File: src/hw/ptp_defs.svh
// register map, field positions, function codes and timing counts of the pulse output unit
`ifndef PTP_DEFS_SVH
`define PTP_DEFS_SVH

// register byte offsets (low address byte only)
`define PTP_OFF_FUNC 8'h00
`define PTP_OFF_FREQ 8'h04
`define PTP_OFF_DUTY 8'h08
`define PTP_OFF_CTRL 8'h0C
`define PTP_OFF_ERR 8'h10
`define PTP_OFF_IRQSTAT 8'h14
`define PTP_OFF_IRQMASK 8'h18

// control and error field positions
`define PTP_CTRL_ENABLE 0
`define PTP_ERR_PWIDTH 0
`define PTP_ERR_DUTY 1
`define PTP_ERR_FREQ 2
`define PTP_ERR_W 3

// function selection codes
`define PTP_FUNC_ROT 16'h0003
`define PTP_FUNC_STEP 16'h0004
`define PTP_FUNC_PWM 16'h0001

// reset values
`define PTP_RST_16 16'h0000
`define PTP_RST_ERR 3'h0

// frequency and duty limits
`define PTP_FREQ_MIN 16'h0032
`define PTP_FREQ_MAX 16'h1388
`define PTP_DUTY_MAX 16'h0064
`define PTP_PERCENT 32'h0000_0064

// timing: clock rate in Hz, least pulse width in microseconds
`define PTP_CLK_HZ 32'h02FA_F080
`define PTP_US_PER_S 32'h000F_4240
`define PTP_MIN_PULSE_US 32'h0000_0064
`define PTP_PHASE_FULL (`PTP_CLK_HZ)
`define PTP_PHASE_HALF (`PTP_CLK_HZ / 32'h0000_0002)
`define PTP_DUTY_UNIT (`PTP_CLK_HZ / `PTP_PERCENT)
`define PTP_US_PER_PCT (`PTP_US_PER_S / `PTP_PERCENT)

`endif

File: src/hw/ptp_pkg.sv
// types shared by the pulse output unit
package ptp_pkg;

  typedef enum logic [3:0] {
    PTP_MODE_IDLE = 4'b0001,
    PTP_MODE_ROT = 4'b0010,
    PTP_MODE_STEP = 4'b0100,
    PTP_MODE_PWM = 4'b1000
  } ptp_mode_e;

  typedef enum logic [1:0] {
    PTP_BUS_ADDR = 2'b01,
    PTP_BUS_DATA = 2'b10
  } ptp_bus_e;

  typedef struct packed {
    ptp_bus_e phase;
    logic [7:0] addr;
    logic write;
    logic readyOut;
    logic resp;
    logic [31:0] rdata;
  } ptp_bus_s;

  typedef struct packed {
    logic [25:0] acc;
    logic on;
  } ptp_phase_s;

  typedef struct packed {
    logic [15:0] funcSel;
    logic [15:0] freqSet;
    logic [15:0] dutySet;
    logic enable;
    logic [15:0] activeFreq;
    logic activeValid;
    logic [6:0] activeDuty;
    logic [2:0] errFlags;
    logic [2:0] irqStat;
    logic [2:0] irqMask;
    logic pulsePri;
    logic pulseSec;
    logic irq;
  } ptp_main_s;

endpackage

File: src/hw/ptp_ahb_if.sv
// ahb-lite slave front end: one wait state, registered read data
`include "ptp_defs.svh"
module ptp_ahb_if import ptp_pkg::*; (
  input wire logic clk_sys,
  input wire logic rstSyncN,
  input wire logic hsel,
  input wire logic [31:0] haddr,
  input wire logic [1:0] htrans,
  input wire logic hwrite,
  input wire logic [2:0] hsize,
  input wire logic hready,
  output logic hreadyout,
  output logic [31:0] hrdata,
  output logic hresp,
  output logic [7:0] regAddr,
  output logic regWr,
  input wire logic [31:0] rdData
);

  ptp_bus_s q;
  ptp_bus_s d;

  // address phase capture, then one data-phase cycle with ready low
  always_comb begin
    d = q;
    case (q.phase)
      PTP_BUS_ADDR: begin
        if (hsel && htrans[1] && hready) begin
          d.phase = PTP_BUS_DATA;
          d.addr = haddr[7:0];
          d.write = hwrite && (hsize == 3'h2);
          d.readyOut = 1'b0;
        end
      end
      PTP_BUS_DATA: begin
        d.phase = PTP_BUS_ADDR;
        d.readyOut = 1'b1;
        d.rdata = q.write ? 32'h0000_0000 : rdData;
        d.write = 1'b0;
      end
      default: begin
        d.phase = PTP_BUS_ADDR;
        d.readyOut = 1'b1;
      end
    endcase
  end

  always_ff @(posedge clk_sys or negedge rstSyncN) begin
    if (!rstSyncN) begin
      q <= '{phase: PTP_BUS_ADDR, addr: 8'h00, write: 1'b0, readyOut: 1'b1,
             resp: 1'b0, rdata: 32'h0000_0000};
    end else begin
      q <= d;
    end
  end

  assign hreadyout = q.readyOut;
  assign hrdata = q.rdata;
  assign hresp = q.resp;
  assign regAddr = q.addr;
  assign regWr = (q.phase == PTP_BUS_DATA) && q.write; // hwdata stands in this cycle

endmodule // ptp_ahb_if

File: src/hw/ptp_phase_gen.sv
// phase accumulator: step per clock is the frequency in hz, wraps at the clock rate
`include "ptp_defs.svh"
module ptp_phase_gen import ptp_pkg::*; (
  input wire logic clk_sys,
  input wire logic rstSyncN,
  input wire logic run,
  input wire logic [15:0] stepHz,
  input wire logic [25:0] onThresh,
  output logic phaseOn
);

  ptp_phase_s q;
  ptp_phase_s d;
  logic [26:0] sum;

  // wrap keeps the average period exact; jitter is one clock
  always_comb begin
    d = q;
    sum = {1'b0, q.acc} + {11'h000, stepHz};
    if (!run) begin
      d.acc = 26'h000_0000; // period restarts from its start
      d.on = 1'b0;
    end else begin
      d.on = q.acc < onThresh;
      if (sum >= `PTP_PHASE_FULL) begin
        d.acc = 26'(sum - 27'(`PTP_PHASE_FULL));
      end else begin
        d.acc = sum[25:0];
      end
    end
  end

  always_ff @(posedge clk_sys or negedge rstSyncN) begin
    if (!rstSyncN) begin
      q <= '{acc: 26'h000_0000, on: 1'b0};
    end else begin
      q <= d;
    end
  end

  assign phaseOn = q.on;

endmodule // ptp_phase_gen

File: src/hw/ptp_pulse_unit.sv
// pulse train and pwm output unit with ahb-lite registers
// Notes on behaviour
// pulse train at 50 to 5000 hz, 1 hz
// rotation mode: positive on primary, negative secondary
// step mode: pulses primary, direction high if negative
// pulses only while output enable flag set
// new frequency magnitude applies while enabled
// software keeps sign fixed while enabled
// bad value or sign flip: error, keep old
// error flags clear themselves once condition passes
// function code 3 selects rotation mode
// function code 1 selects pwm mode
// pwm duty 0 to 100 percent, 1 percent
// new duty applies while pwm enabled
// software sets pwm frequency before enabling
// on or off under 100 us: width error
// bad pwm value: error flag, keep old duty
// disabled outputs low, period restarts on enable
`include "ptp_defs.svh"
module ptp_pulse_unit import ptp_pkg::*; (
  input wire logic clk_sys,
  input wire logic rstn,
  input wire logic hsel,
  input wire logic [31:0] haddr,
  input wire logic [1:0] htrans,
  input wire logic hwrite,
  input wire logic [2:0] hsize,
  input wire logic [31:0] hwdata,
  input wire logic hready,
  output logic hreadyout,
  output logic [31:0] hrdata,
  output logic hresp,
  output logic pulseOutPrimary,
  output logic pulseOutSecondary,
  output logic irq
);

  logic [1:0] rstSync_q;
  logic rstSyncN;
  ptp_main_s q;
  ptp_main_s d;
  logic [7:0] regAddr;
  logic regWr;
  logic [31:0] rdData;
  logic phaseOn;
  logic run;
  logic [15:0] stepHz;
  logic [25:0] onThresh;
  ptp_mode_e mode;
  logic modePulse;
  logic freqOk;
  logic dutyOk;
  logic widthOk;
  logic [2:0] errNow;

  // magnitude of a signed frequency setting
  function automatic logic [15:0] magOf(input logic [15:0] v);
    magOf = v[15] ? 16'(16'h0000 - v) : v;
  endfunction

  // magnitude within the allowed frequency band
  function automatic logic bandOk(input logic [15:0] m);
    bandOk = (m >= `PTP_FREQ_MIN) && (m <= `PTP_FREQ_MAX);
  endfunction

  // true when a pulse of pct percent of a period is at least the least width
  function automatic logic spanOk(input logic [6:0] pct, input logic [15:0] hz);
    spanOk = ({25'h000_0000, pct} * `PTP_US_PER_PCT) >= (`PTP_MIN_PULSE_US * {16'h0000, hz});
  endfunction

  // reset release through two flip-flops
  always_ff @(posedge clk_sys or negedge rstn) begin
    if (!rstn) begin
      rstSync_q <= 2'b00;
    end else begin
      rstSync_q <= {rstSync_q[0], 1'b1};
    end
  end
  assign rstSyncN = rstSync_q[1];

  ptp_ahb_if u_bus (
    .clk_sys(clk_sys),
    .rstSyncN(rstSyncN),
    .hsel(hsel),
    .haddr(haddr),
    .htrans(htrans),
    .hwrite(hwrite),
    .hsize(hsize),
    .hready(hready),
    .hreadyout(hreadyout),
    .hrdata(hrdata),
    .hresp(hresp),
    .regAddr(regAddr),
    .regWr(regWr),
    .rdData(rdData)
  );

  // function code decode
  always_comb begin
    case (q.funcSel)
      `PTP_FUNC_ROT: mode = PTP_MODE_ROT;
      `PTP_FUNC_STEP: mode = PTP_MODE_STEP;
      `PTP_FUNC_PWM: mode = PTP_MODE_PWM;
      default: mode = PTP_MODE_IDLE;
    endcase
  end
  assign modePulse = (mode == PTP_MODE_ROT) || (mode == PTP_MODE_STEP);

  // validity of the written settings
  always_comb begin
    if (modePulse) begin
      freqOk = bandOk(magOf(q.freqSet)) &&
               !(q.enable && q.activeValid && (q.freqSet[15] != q.activeFreq[15]));
    end else if (mode == PTP_MODE_PWM) begin
      freqOk = !q.freqSet[15] && bandOk(q.freqSet);
    end else begin
      freqOk = 1'b1;
    end
    dutyOk = (mode != PTP_MODE_PWM) || (q.dutySet <= `PTP_DUTY_MAX);
    widthOk = (mode != PTP_MODE_PWM) || !dutyOk || !q.activeValid ||
              (q.dutySet == 16'h0000) || (q.dutySet == `PTP_DUTY_MAX) ||
              (spanOk(q.dutySet[6:0], q.activeFreq) &&
               spanOk(7'(`PTP_DUTY_MAX - q.dutySet), q.activeFreq));
    errNow = 3'h0;
    errNow[`PTP_ERR_FREQ] = !freqOk;
    errNow[`PTP_ERR_DUTY] = !dutyOk;
    errNow[`PTP_ERR_PWIDTH] = !widthOk;
  end

  // phase generator steering
  assign run = q.enable && q.activeValid && (mode != PTP_MODE_IDLE);
  assign stepHz = magOf(q.activeFreq);
  assign onThresh = (mode == PTP_MODE_PWM) ?
                    26'({25'h000_0000, q.activeDuty} * `PTP_DUTY_UNIT) :
                    26'(`PTP_PHASE_HALF);

  ptp_phase_gen u_phase (
    .clk_sys(clk_sys),
    .rstSyncN(rstSyncN),
    .run(run),
    .stepHz(stepHz),
    .onThresh(onThresh),
    .phaseOn(phaseOn)
  );

  // register read mux
  always_comb begin
    rdData = 32'h0000_0000;
    case (regAddr)
      `PTP_OFF_FUNC: rdData = {16'h0000, q.funcSel};
      `PTP_OFF_FREQ: rdData = {16'h0000, q.freqSet};
      `PTP_OFF_DUTY: rdData = {16'h0000, q.dutySet};
      `PTP_OFF_CTRL: rdData = {31'h0000_0000, q.enable};
      `PTP_OFF_ERR: rdData = {29'h0000_0000, q.errFlags};
      `PTP_OFF_IRQSTAT: rdData = {29'h0000_0000, q.irqStat};
      `PTP_OFF_IRQMASK: rdData = {29'h0000_0000, q.irqMask};
      default: rdData = 32'h0000_0000;
    endcase
  end

  // register writes, live settings, error flags, interrupt and outputs
  always_comb begin
    d = q;
    if (regWr) begin
      case (regAddr)
        `PTP_OFF_FUNC: d.funcSel = hwdata[15:0];
        `PTP_OFF_FREQ: d.freqSet = hwdata[15:0];
        `PTP_OFF_DUTY: d.dutySet = hwdata[15:0];
        `PTP_OFF_CTRL: d.enable = hwdata[`PTP_CTRL_ENABLE];
        `PTP_OFF_IRQSTAT: d.irqStat = q.irqStat & ~hwdata[2:0];
        `PTP_OFF_IRQMASK: d.irqMask = hwdata[2:0];
        default: d.enable = q.enable;
      endcase
    end
    // take a valid frequency; pwm frequency only while stopped
    if (freqOk && (modePulse || ((mode == PTP_MODE_PWM) && !q.enable))) begin
      d.activeFreq = q.freqSet;
      d.activeValid = 1'b1;
    end
    if ((mode == PTP_MODE_PWM) && dutyOk) begin
      d.activeDuty = q.dutySet[6:0];
    end
    d.errFlags = errNow;
    d.irqStat = d.irqStat | (errNow & ~q.errFlags); // new error wins over clear
    d.irq = |(d.irqStat & d.irqMask);
    // output pins; both low while disabled
    d.pulsePri = 1'b0;
    d.pulseSec = 1'b0;
    if (run) begin
      case (mode)
        PTP_MODE_ROT: begin
          d.pulsePri = phaseOn && !q.activeFreq[15];
          d.pulseSec = phaseOn && q.activeFreq[15];
        end
        PTP_MODE_STEP: begin
          d.pulsePri = phaseOn;
          d.pulseSec = q.activeFreq[15];
        end
        PTP_MODE_PWM: d.pulsePri = phaseOn;
        default: d.pulsePri = 1'b0;
      endcase
    end
  end

  always_ff @(posedge clk_sys or negedge rstSyncN) begin
    if (!rstSyncN) begin
      q <= '{funcSel: `PTP_RST_16, freqSet: `PTP_RST_16, dutySet: `PTP_RST_16,
             enable: 1'b0, activeFreq: `PTP_RST_16, activeValid: 1'b0,
             activeDuty: 7'h00, errFlags: `PTP_RST_ERR, irqStat: `PTP_RST_ERR,
             irqMask: `PTP_RST_ERR, pulsePri: 1'b0, pulseSec: 1'b0, irq: 1'b0};
    end else begin
      q <= d;
    end
  end

  assign pulseOutPrimary = q.pulsePri;
  assign pulseOutSecondary = q.pulseSec;
  assign irq = q.irq;
endmodule // ptp_pulse_unit

File: config.mk
export PLATFORM = sky130hd
export DESIGN_NAME = ptp_pulse_unit
export DESIGN_NICKNAME = d
export VERILOG_FILES = /design/src/hw/ptp_pkg.sv /design/src/hw/ptp_ahb_if.sv /design/src/hw/ptp_phase_gen.sv /design/src/hw/ptp_pulse_unit.sv
export VERILOG_INCLUDE_DIRS = /design/src /design/src/hw
export SDC_FILE = /design/constraint.sdc
export NUM_CORES = 1
export LEC_CHECK = 0
export ABC_AREA = 1
export BUFFER_PORTS_ARGS = -buffer_cell sky130_fd_sc_hd__buf_2
export CAP_MARGIN = 10
export CORE_ASPECT_RATIO = 1.75
export CORE_MARGIN = 4
export CORE_UTILIZATION = 45
export DETAILED_ROUTE_END_ITERATION = 7
export GPL_ROUTABILITY_DRIVEN = 0
export HOLD_SLACK_MARGIN = 0.03
export PLACE_DENSITY_LB_ADDON = 0.08
export SYNTH_ARGS = -nofsm -noshare
export SYNTH_HDL_FRONTEND = slang
export SYNTH_SLANG_ARGS = --single-unit
export TNS_END_PERCENT = 20
File: constraint.sdc
create_clock -name clk_sys -period 5.05 [get_ports clk_sys]
set_input_delay 0.505 -clock clk_sys [delete_from_list [all_inputs] [get_ports clk_sys]]
set_output_delay 0.505 -clock clk_sys [all_outputs]
set_load 0.02 [all_outputs]
==> impl_metrics.toml, run 1 <==
[status]
status = "finished, violations left"
violations = "setup timing"

[die]
io_pins = 111
fp.dieW_um = 148
initial_core_util = 0.458
die_h_um = 254
rows = 89
dieArea_sq_mm = 0.0377
core_area_sq_mm = 0.0340

[placement]
port_buffers = 52
place_area_sq_mm = 0.0169
post-dp-hpwl_um = 37300
placedCellCount = 2695
dp_slack_ps = -480

[finish]
multi_input_area_sq_mm = 0.0108
ff_latch_area_sq_mm = 0.00354
final_area_sq_mm = 0.0180
n_antenna_cell = 0
syn2layout_area_growth_pct = 15.9
nets = 2649
drive_above_1_share = 0.147
fillCellCount = 3390
stdcell_count = 2736
final_util = 0.531

[detailed_routing]
avgViaCountPerCell = 5.22
avgRoutedWirePerCell_um = 16.3
remaining_drc_errors = 0
drtIter0Drc = 605
num_vias = 14275
detail_route.first_pass.iterations = 5
routed_wl_um = 44500
antenna_left = 0

[global_routing]
grt_pass1_wl_um = 71500
grt_usage = 0.239
antenna_found_initial = 0
first_global_vias = 14460
grt_max_degree = 53
grt_remaining_overflow = 0

[hold_path]
hp-class = "in -> reg"

[pwr]
p_leak_nw = 9.97
peakVddDrop_mv = 0.240
power_density_mw_per_mm2 = 153
fin_total_pwr_mw = 2.75

[clocking]
numCtsBuffers = 17
cts_sinks = 141
clk_latency_ps = 430
clock_path_buffers = 2
htreeDepth = 4
path_clk_slew_ps = 60
root_buffer = "clkbuf_16"
cts_tree = "yes"

[synth]
synth-xor-area-share = 0.0400
synth_mux_area_frac = 0
synthSimpleGateAreaFrac = 0.242
synthAdderAreaFrac = 0.266
synth_top_family_by_area = "adder cells"
synth-edff-count = 0
synth_top_flop_cell = "dfrtp_1"
synth_compound_area_frac = 0.115
synthArstFlopShare = 1.00
yosys_warnings = 0
ys_seq_area_frac = 0.227
synthDistinctLibCells = 54
avgSynthCellArea_sq_um = 7.33
syn-cell-area_sq_mm = 0.0155
synth_cells = 2120
synth_seq_cells = 141

[worst_setup_path]
cp_slowest_cell = "fa_1"
crit_family = "adder cells"
critPathKind = "reg -> reg"
critPathMaxFanout = 5
worst-endpoint-required_ps = 5360
start_kind = "flip-flop"
cp.buffers_inverters = 5
crit_top_cell = "nand2_1"
end_kind = "flip-flop"
arrival_ps = 5370
slowest_delay_ps = 500

[timing]
skew_ps = 9.76
finalCriticalPeriod_ps = 5060
fin_ws_ps = -6.71
tns_ps = -6.71
slew_headroom = 0.335
fmax_ghz = 0.198
setup_viol = 1
worstMarginPinSlew_ps = 996
hold_viol_final = 0
timing.final.crit_share = 1.00
rsz0062_at_grt = "yes"
maxSlewViolCount = 0
holdWs_ps = 279

[job]
drv_cap = 0
==> cells in the mapped netlist, drive strengths merged (9+ instances only) <==
| cell type | instances | area [sq um] |
|---|---|---|
| nor3 | 29 | 160 |
| o21bai | 9 | 67.6 |
| xnor2 | 17 | 149 |
| inv | 348 | 1310 |
| clkbuf | 21 | 78.8 |
| xor2 | 51 | 473 |
| ha | 268 | 3350 |
| nand2 | 511 | 2020 |
| dfrtp | 140 | 3500 |
| buf | 41 | 305 |
| fa | 39 | 781 |
| nand4 | 34 | 213 |
| o21ai | 136 | 681 |
| a21oi | 117 | 597 |
| nand3 | 119 | 638 |
| nor2 | 160 | 628 |
==> cells by family (layout without fill, tap and decap cells) <==
| logic type | count (synthesis) | after routing |
|---|---|---|
| buffers and inverters | 412 | 557 |
| flip-flops | 141 | 141 |
| XOR/XNOR | 68 | 68 |
| AO/OA/AOI/OAI | 321 | 321 |
| AND/OR/NAND/NOR | 869 | 869 |
| adder cells (fa/ha/maj) | 307 | 307 |
| other | 2 | 18 |
==> layout by cell type, fill, tap and decap left out, types with 17 or more instances in the layout <==
cell type  synthesis  final
o21ai_0          131    125
nand4_1           34     34
conb_1             2     18
buf_2              4     52
buf_4             34    117
xor2_1            49     46
inv_1            339    332
xnor2_1           17     17
nand2_2           22     29
fa_1              39     39
a21oi_1          114    107
dfrtp_1          140    136
ha_1             268    246
nor3_1            26     21
ha_4               0     22
nand3_1          112    110
clkbuf_16          0     17
nand2_1          483    475
nor2_1           151    150
==> tightest hold or removal path: stages <==
cell,delay [ps]
buf_2,80
nand2_1,40
o21ai_0,50
==> metal layers <==
layer  wire length, um  vias to the layer above  GRT usage
li1                  -                     7157          -
met1             16300                     6716      0.245
met2             24800                      267      0.467
met3               878                      135     0.0278
met4              2460                        0      0.127
met5                 0                        -          0
==> flip-flops by register name, summed over array words and instances, names as in the netlist <==
name / cells
irq: 1
rstSync_q: 2
pulseOutSecondary: 1
q: 82
u_bus.q: 3
u_phase.q: 26
pulseOutPrimary: 1
u_phase.phaseOn: 1
u_bus.regAddr: 8
u_bus.hrdata: 16
==> report_power, final <==
part           switching [mW]  leakage [nW]  total (mW)  internal, mW
sequential             0.0215          1.57        1.17          1.15
clock                   0.523         0.282        1.26         0.735
combinational           0.194          8.12       0.322         0.127
==> area by class of cell <==
class                   count  area share
inverters                 350      0.0729
clock buffers              18      0.0238
multi-input cells        1583       0.600
well taps                 455      0.0316
repair buffers            175      0.0669
clock inverters            14     0.00882
flip-flops and latches    141       0.196
==> final timing paths <==
check,slack [ps],cells after the start,from,end
worst max-delay path,-7,34,q[39],irq
worst min register to register,350,0,rstSync_q[0],rstSync_q[1]
min in group asynchronous,370,0,rstSync_q[1],q[43]
max in group asynchronous,3590,1,rstSync_q[1],u_bus.regAddr[2]
worst max register to register,-7,34,q[39],irq
worst min-delay path,280,3,haddr[3],u_bus.regAddr[3]
==> what timing repair did <==
item / in CTS / in global routing
hold buffers: 1 / 0
hold endpoints to repair: 2 / 0
pin swaps: 27 / 14
endpoints found under the setup margin: 4 / 4
buffers inserted: 9 / 1
gates resized for setup: 49 / 24
No activity file was read; power rests on OpenSTA's default activity.
==> inputs of run 2 (changes only) <==
--- a/config.mk
+++ b/config.mk
@@ -6,7 +6,7 @@
 export SDC_FILE = /design/constraint.sdc
 export NUM_CORES = 1
 export LEC_CHECK = 0
-export ABC_AREA = 1
+export ABC_AREA = 0
 export BUFFER_PORTS_ARGS = -buffer_cell sky130_fd_sc_hd__buf_2
 export CAP_MARGIN = 10
 export CORE_ASPECT_RATIO = 1.75
==> impl_metrics.toml, run 2 <==
[status]
status = "finished, violations left"
violations = "setup timing"

[worst_setup_path]
critPathMaxFanout = 5
start_kind = "flip-flop"
worst-endpoint-required_ps = 5400
critPathKind = "reg -> reg"
end_kind = "flip-flop"
arrival_ps = 5740

[timing]
setup_viol = 3
timing.final.crit_share = 1.07
slew_headroom = 0.307
rsz0062_at_grt = "yes"
worstMarginPinSlew_ps = 1040
holdWs_ps = 283
finalCriticalPeriod_ps = 5390
fmax_ghz = 0.186
skew_ps = 14.6
maxSlewViolCount = 0
hold_viol_final = 0
tns_ps = -900
fin_ws_ps = -340

[synth]
synthArstFlopShare = 1.00
synth_top_flop_cell = "dfrtp_1"
synth_cells = 1674
yosys_warnings = 0
synthTopCellsByArea = "dfrtp_1 (23%), ha_1 (22%), fa_1 (5.2%)"
synth_top_cell_area_share = 0.233
synth_most_common_cell = "ha_1"
syn-cell-area_sq_mm = 0.0150
avgSynthCellArea_sq_um = 8.98
ys_seq_area_frac = 0.235
synthDistinctLibCells = 89
ys_top_cells_by_count = "ha_1 (268), inv_1 (170), dfrtp_1 (140), nand2_1 (136), nor2_1 (97)"
yosysTopAreaCell = "dfrtp_1"
synth_seq_cells = 141
synth-edff-count = 0

[pwr]
p_leak_nw = 8.85
power_density_mw_per_mm2 = 168
peakVddDrop_mv = 0.206
fin_total_pwr_mw = 2.94

[detailed_routing]
routed_wl_um = 40700
num_vias = 12423
drtIter0Drc = 496
avgRoutedWirePerCell_um = 18.2
detail_route.first_pass.iterations = 5
remaining_drc_errors = 0
avgViaCountPerCell = 5.54
antenna_left = 0

[global_routing]
antenna_found_initial = 0
grt_usage = 0.223
grt_remaining_overflow = 0
grt_pass1_wl_um = 65400
first_global_vias = 12933
grt_max_degree = 66

[die]
io_pins = 111
core_area_sq_mm = 0.0330
dieArea_sq_mm = 0.0365
rows = 88
fp.dieW_um = 146
initial_core_util = 0.455
die_h_um = 250

[placement]
dp_slack_ps = -562
placedCellCount = 2198
post-dp-hpwl_um = 34000
port_buffers = 52

[finish]
stdcell_count = 2243
n_antenna_cell = 0
syn2layout_area_growth_pct = 16.7
drive_above_1_share = 0.221
nets = 2206
largest_reg_flops = 82
top_register = "q"
final_common_cell = "ha_1"
final_cell_mix = "ha_1 (251), inv_1 (162), buf_4 (147)"

[clocking]
clk_latency_ps = 440
clock_path_buffers = 2
path_clk_slew_ps = 70
cts_tree = "yes"
cts_sinks = 141
root_buffer = "clkbuf_16"
htreeDepth = 4
numCtsBuffers = 17

[hold_path]
hp-class = "in -> reg"

[job]
drv_cap = 0
[run 2: cell count changes in the layout (fill, tap and decap cells not counted), sizes merged, moves of 58 or more]
| cell | delta |
|---|---|
| inv | -174 |
| mux2 | +58 |
| nand2 | -374 |
| nand3 | -92 |
| nor2 | -63 |
| xnor2 | +60 |
[run 2: final timing paths]
| check | startpoint | end | slack (ps) | cells past startpoint |
|---|---|---|---|---|
| worst min-delay path | haddr[4] | u_bus.regAddr[4] | 280 | 3 |
| worst max-delay path | q[39] | q[6] | -340 | 26 |
| max in group asynchronous | rstSync_q[1] | u_phase.q[20] | 3420 | 1 |
| worst min register to register | rstSync_q[0] | rstSync_q[1] | 360 | 0 |
| worst max register to register | q[39] | q[6] | -340 | 26 |
| min in group asynchronous | rstn | rstSync_q[1] | 370 | 2 |
[run 2: report_power, final]
group	switching (mW)	total (mW)	leakage [nW]	internal, mW
clock	0.575	1.23	0.277	0.654
sequential	0.0621	1.22	1.74	1.16
combinational	0.264	0.494	6.83	0.229
total	0.901	2.94	8.85	2.04
[run 2: worst max-delay path, cell delays in order, from the launching register on]
cell       delay, ps
dfrtp_2          460
ha_4             190
a21oi_4          210
nor3_4            70
xnor2_1          130
ha_1             310
ha_1             290
inv_2             40
fa_1             490
inv_1             50
fa_1             520
ha_4             220
a21oi_4          150
nor2b_1           60
o21a_1           190
nor2_1           120
xnor2_1          150
ha_1             290
nand4_1           90
nor4_1            50
a211o_1          250
a2111oi_2        290
o31ai_1          120
o2111ai_1         90
nand2_1           70
and4_4           180
o31ai_4          210
[run 2: area by class of cell]
class,count,area [sq um]
fill,3193,15500
multi-input combinational,1291,10900
sequential,141,3540
timing repair buffer,202,1400
inverter,172,659
tap,405,507
clock buffer,17,425
clock inverter,15,148
[run 2: kinds of logic after synthesis]
| logic type | Yosys count | synth area share |
|---|---|---|
| other cells | 2 | 0.000500 |
| fa+ha+maj | 307 | 0.275 |
| flops | 141 | 0.235 |
| compound gates | 359 | 0.161 |
| buf+inv | 258 | 0.0740 |
| simple gates | 429 | 0.140 |
| xor+xnor | 102 | 0.0599 |
| mux | 76 | 0.0554 |
[run 2: stage by stage]
stage	cell area (sq um)	utilization
floorplan	15300	-
global route	17500	0.531
detailed placement	16600	0.503
finish	17500	0.531
global placement	16600	0.503
CTS	17200	0.522
[run 2: routing by layer]
layer,wire length [um],GRT usage,vias up,share of wire
met5,0,0,-,0
met4,2360,0.120,0,0.058
met3,734,0.0227,90,0.018
met2,23000,0.444,179,0.57
met1,14600,0.223,6028,0.36
li1,-,-,6126,-
[run 2: timing repair]
action | 4_1_cts | 5_1_grt
pin swaps | 10 | 22
buffers inserted | 2 | 10
endpoints found under the hold margin | 2 | 0
resized for setup | 10 | 47
gates cloned | 0 | 0
hold buffers | 1 | 0
setup endpoints to repair | 4 | 21
==> inputs of run 3 (changes only) <==
--- a/config.mk
+++ b/config.mk
@@ -11,11 +11,11 @@
 export CAP_MARGIN = 10
 export CORE_ASPECT_RATIO = 1.75
 export CORE_MARGIN = 4
-export CORE_UTILIZATION = 45
+export CORE_UTILIZATION = 33
 export DETAILED_ROUTE_END_ITERATION = 7
 export GPL_ROUTABILITY_DRIVEN = 0
 export HOLD_SLACK_MARGIN = 0.03
-export PLACE_DENSITY_LB_ADDON = 0.08
+export PLACE_DENSITY_LB_ADDON = 0.3
 export SYNTH_ARGS = -nofsm -noshare
 export SYNTH_HDL_FRONTEND = slang
 export SYNTH_SLANG_ARGS = --single-unit
==> impl_metrics.toml, run 3 (synthesis results as in run 2) <==
[detailed_routing]
detail_route.first_pass.iterations = 4
num_vias = 12394
avgViaCountPerCell = 5.17
remaining_drc_errors = 0
drtIter0Drc = 520
antenna_left = 0
avgRoutedWirePerCell_um = 17.7
routed_wl_um = 42500

[worst_setup_path]
cp_slowest_cell = "fa_1"
start_kind = "flip-flop"
critPathKind = "reg -> reg"
crit_top_cell = "ha_4"
slowest_delay_ps = 490
worst-endpoint-required_ps = 5390
timing.rr.start = "q[38]"
critPathMaxFanout = 4
reg2reg_slack_ps = -390
reg2reg_depth = 28
r2r_end = "irq"
end_kind = "flip-flop"
arrival_ps = 5780

[pwr]
p_leak_nw = 8.81
power_density_mw_per_mm2 = 177
peakVddDrop_mv = 0.293

[timing]
tns_ps = -977
fin_ws_ps = -390
skew_ps = 18.8
fmax_ghz = 0.184
rsz0062_at_grt = "yes"
worstMarginPinSlew_ps = 1040
timing.final.crit_share = 1.08
hold_viol_final = 0
slew_headroom = 0.303
maxSlewViolCount = 0
finalCriticalPeriod_ps = 5440
setup_viol = 3

[die]
rows = 103
dieArea_sq_mm = 0.0492
initial_core_util = 0.333
core_area_sq_mm = 0.0451
fp.dieW_um = 169
io_pins = 111
die_h_um = 290

[placement]
port_buffers = 52
post-dp-hpwl_um = 35400
dp_slack_ps = -546

[clocking]
clk_latency_ps = 450
cts_tree = "yes"
numCtsBuffers = 17
htreeDepth = 4
root_buffer = "clkbuf_16"
cts_sinks = 141
clock_path_buffers = 2
path_clk_slew_ps = 70

[finish]
ff_latch_area_sq_mm = 0.00354
multi_input_area_sq_mm = 0.0108
fillCellCount = 4551
largest_reg_flops = 82
top_register = "q"
drive_above_1_share = 0.204
final_common_cell = "ha_1"
n_antenna_cell = 0
final_cell_mix = "ha_1 (253), inv_1 (162), nand2_1 (136)"
syn2layout_area_growth_pct = 17.2
nets = 2189

[hold_path]
holdPathEnd = "u_bus.regAddr[4]"
min_path_cells = 3
hold_start = "haddr[4]"
hp-class = "in -> reg"

[global_routing]
grt_remaining_overflow = 0
antenna_found_initial = 0
grt_usage = 0.172
grt_max_degree = 57
first_global_vias = 13182
grt_pass1_wl_um = 67200

[status]
violations = "setup timing"
status = "finished, violations left"

[job]
drv_cap = 0
[run 3: power breakdown]
group	leakage, nW	internal [mW]	switching, mW
logic	6.76	0.234	0.283
registers	1.74	1.16	0.0594
clock network	0.307	0.797	0.587
total	8.81	2.19	0.929
[run 3: through the flow]
stage / util / cell area (sq um) / total power [mW] / cells / hold WS, ps
floorplan: - / 15300 / 1.56 / 1690 / 209
global placement: 0.372 / 16800 / 1.73 / 2362 / 295
detailed placement: 0.372 / 16800 / 1.74 / 2362 / 295
CTS: 0.388 / 17500 / 3.14 / 2396 / 253
global route: 0.391 / 17600 / 3.24 / 2398 / 275
finish: 0.391 / 17600 / 3.12 / 2398 / 270
[run 3: worst max path at each step]
stage,startpoint,endpoint
floorplan,q[39],irq
global placement,q[39],irq
detailed placement,q[38],irq
CTS,q[38],irq
global route,q[39],irq
finish,q[38],irq
[run 3: cell type report]
type | instances | area share
repair buffers | 185 | 0.0720
inverters | 172 | 0.0372
clock inverters | 15 | 0.0114
multi-input cells | 1291 | 0.613
well taps | 577 | 0.0410
clock buffers | 17 | 0.0241
flip-flops and latches | 141 | 0.201
[run 3: metal layers]
metal  vias up  GRT usage  part of all wire
met5         -          0                 0
met4         0      0.115             0.071
li1       6075          -                 -
met3       114     0.0178             0.019
met2       220      0.338              0.57
met1      5985      0.163              0.34
[run 3: what timing repair did]
item	4_1_cts	5_1_grt
hold buffers	1	0
resized for setup	14	25
pin swaps	11	12
buffers inserted	1	2
endpoints found under the setup margin	5	18
hold endpoints to repair	2	0
[run 3: critical path: cells and delay by family, from the launching register on]
family                     cells  cell delay, ps
AOI/OAI and AO/OA              8            1560
xor gates and xnor gates       2             280
adders and majority gates      8            2160
buffers and inverters          6             450
DFF                            1             390
and+or+nand+nor                4             510
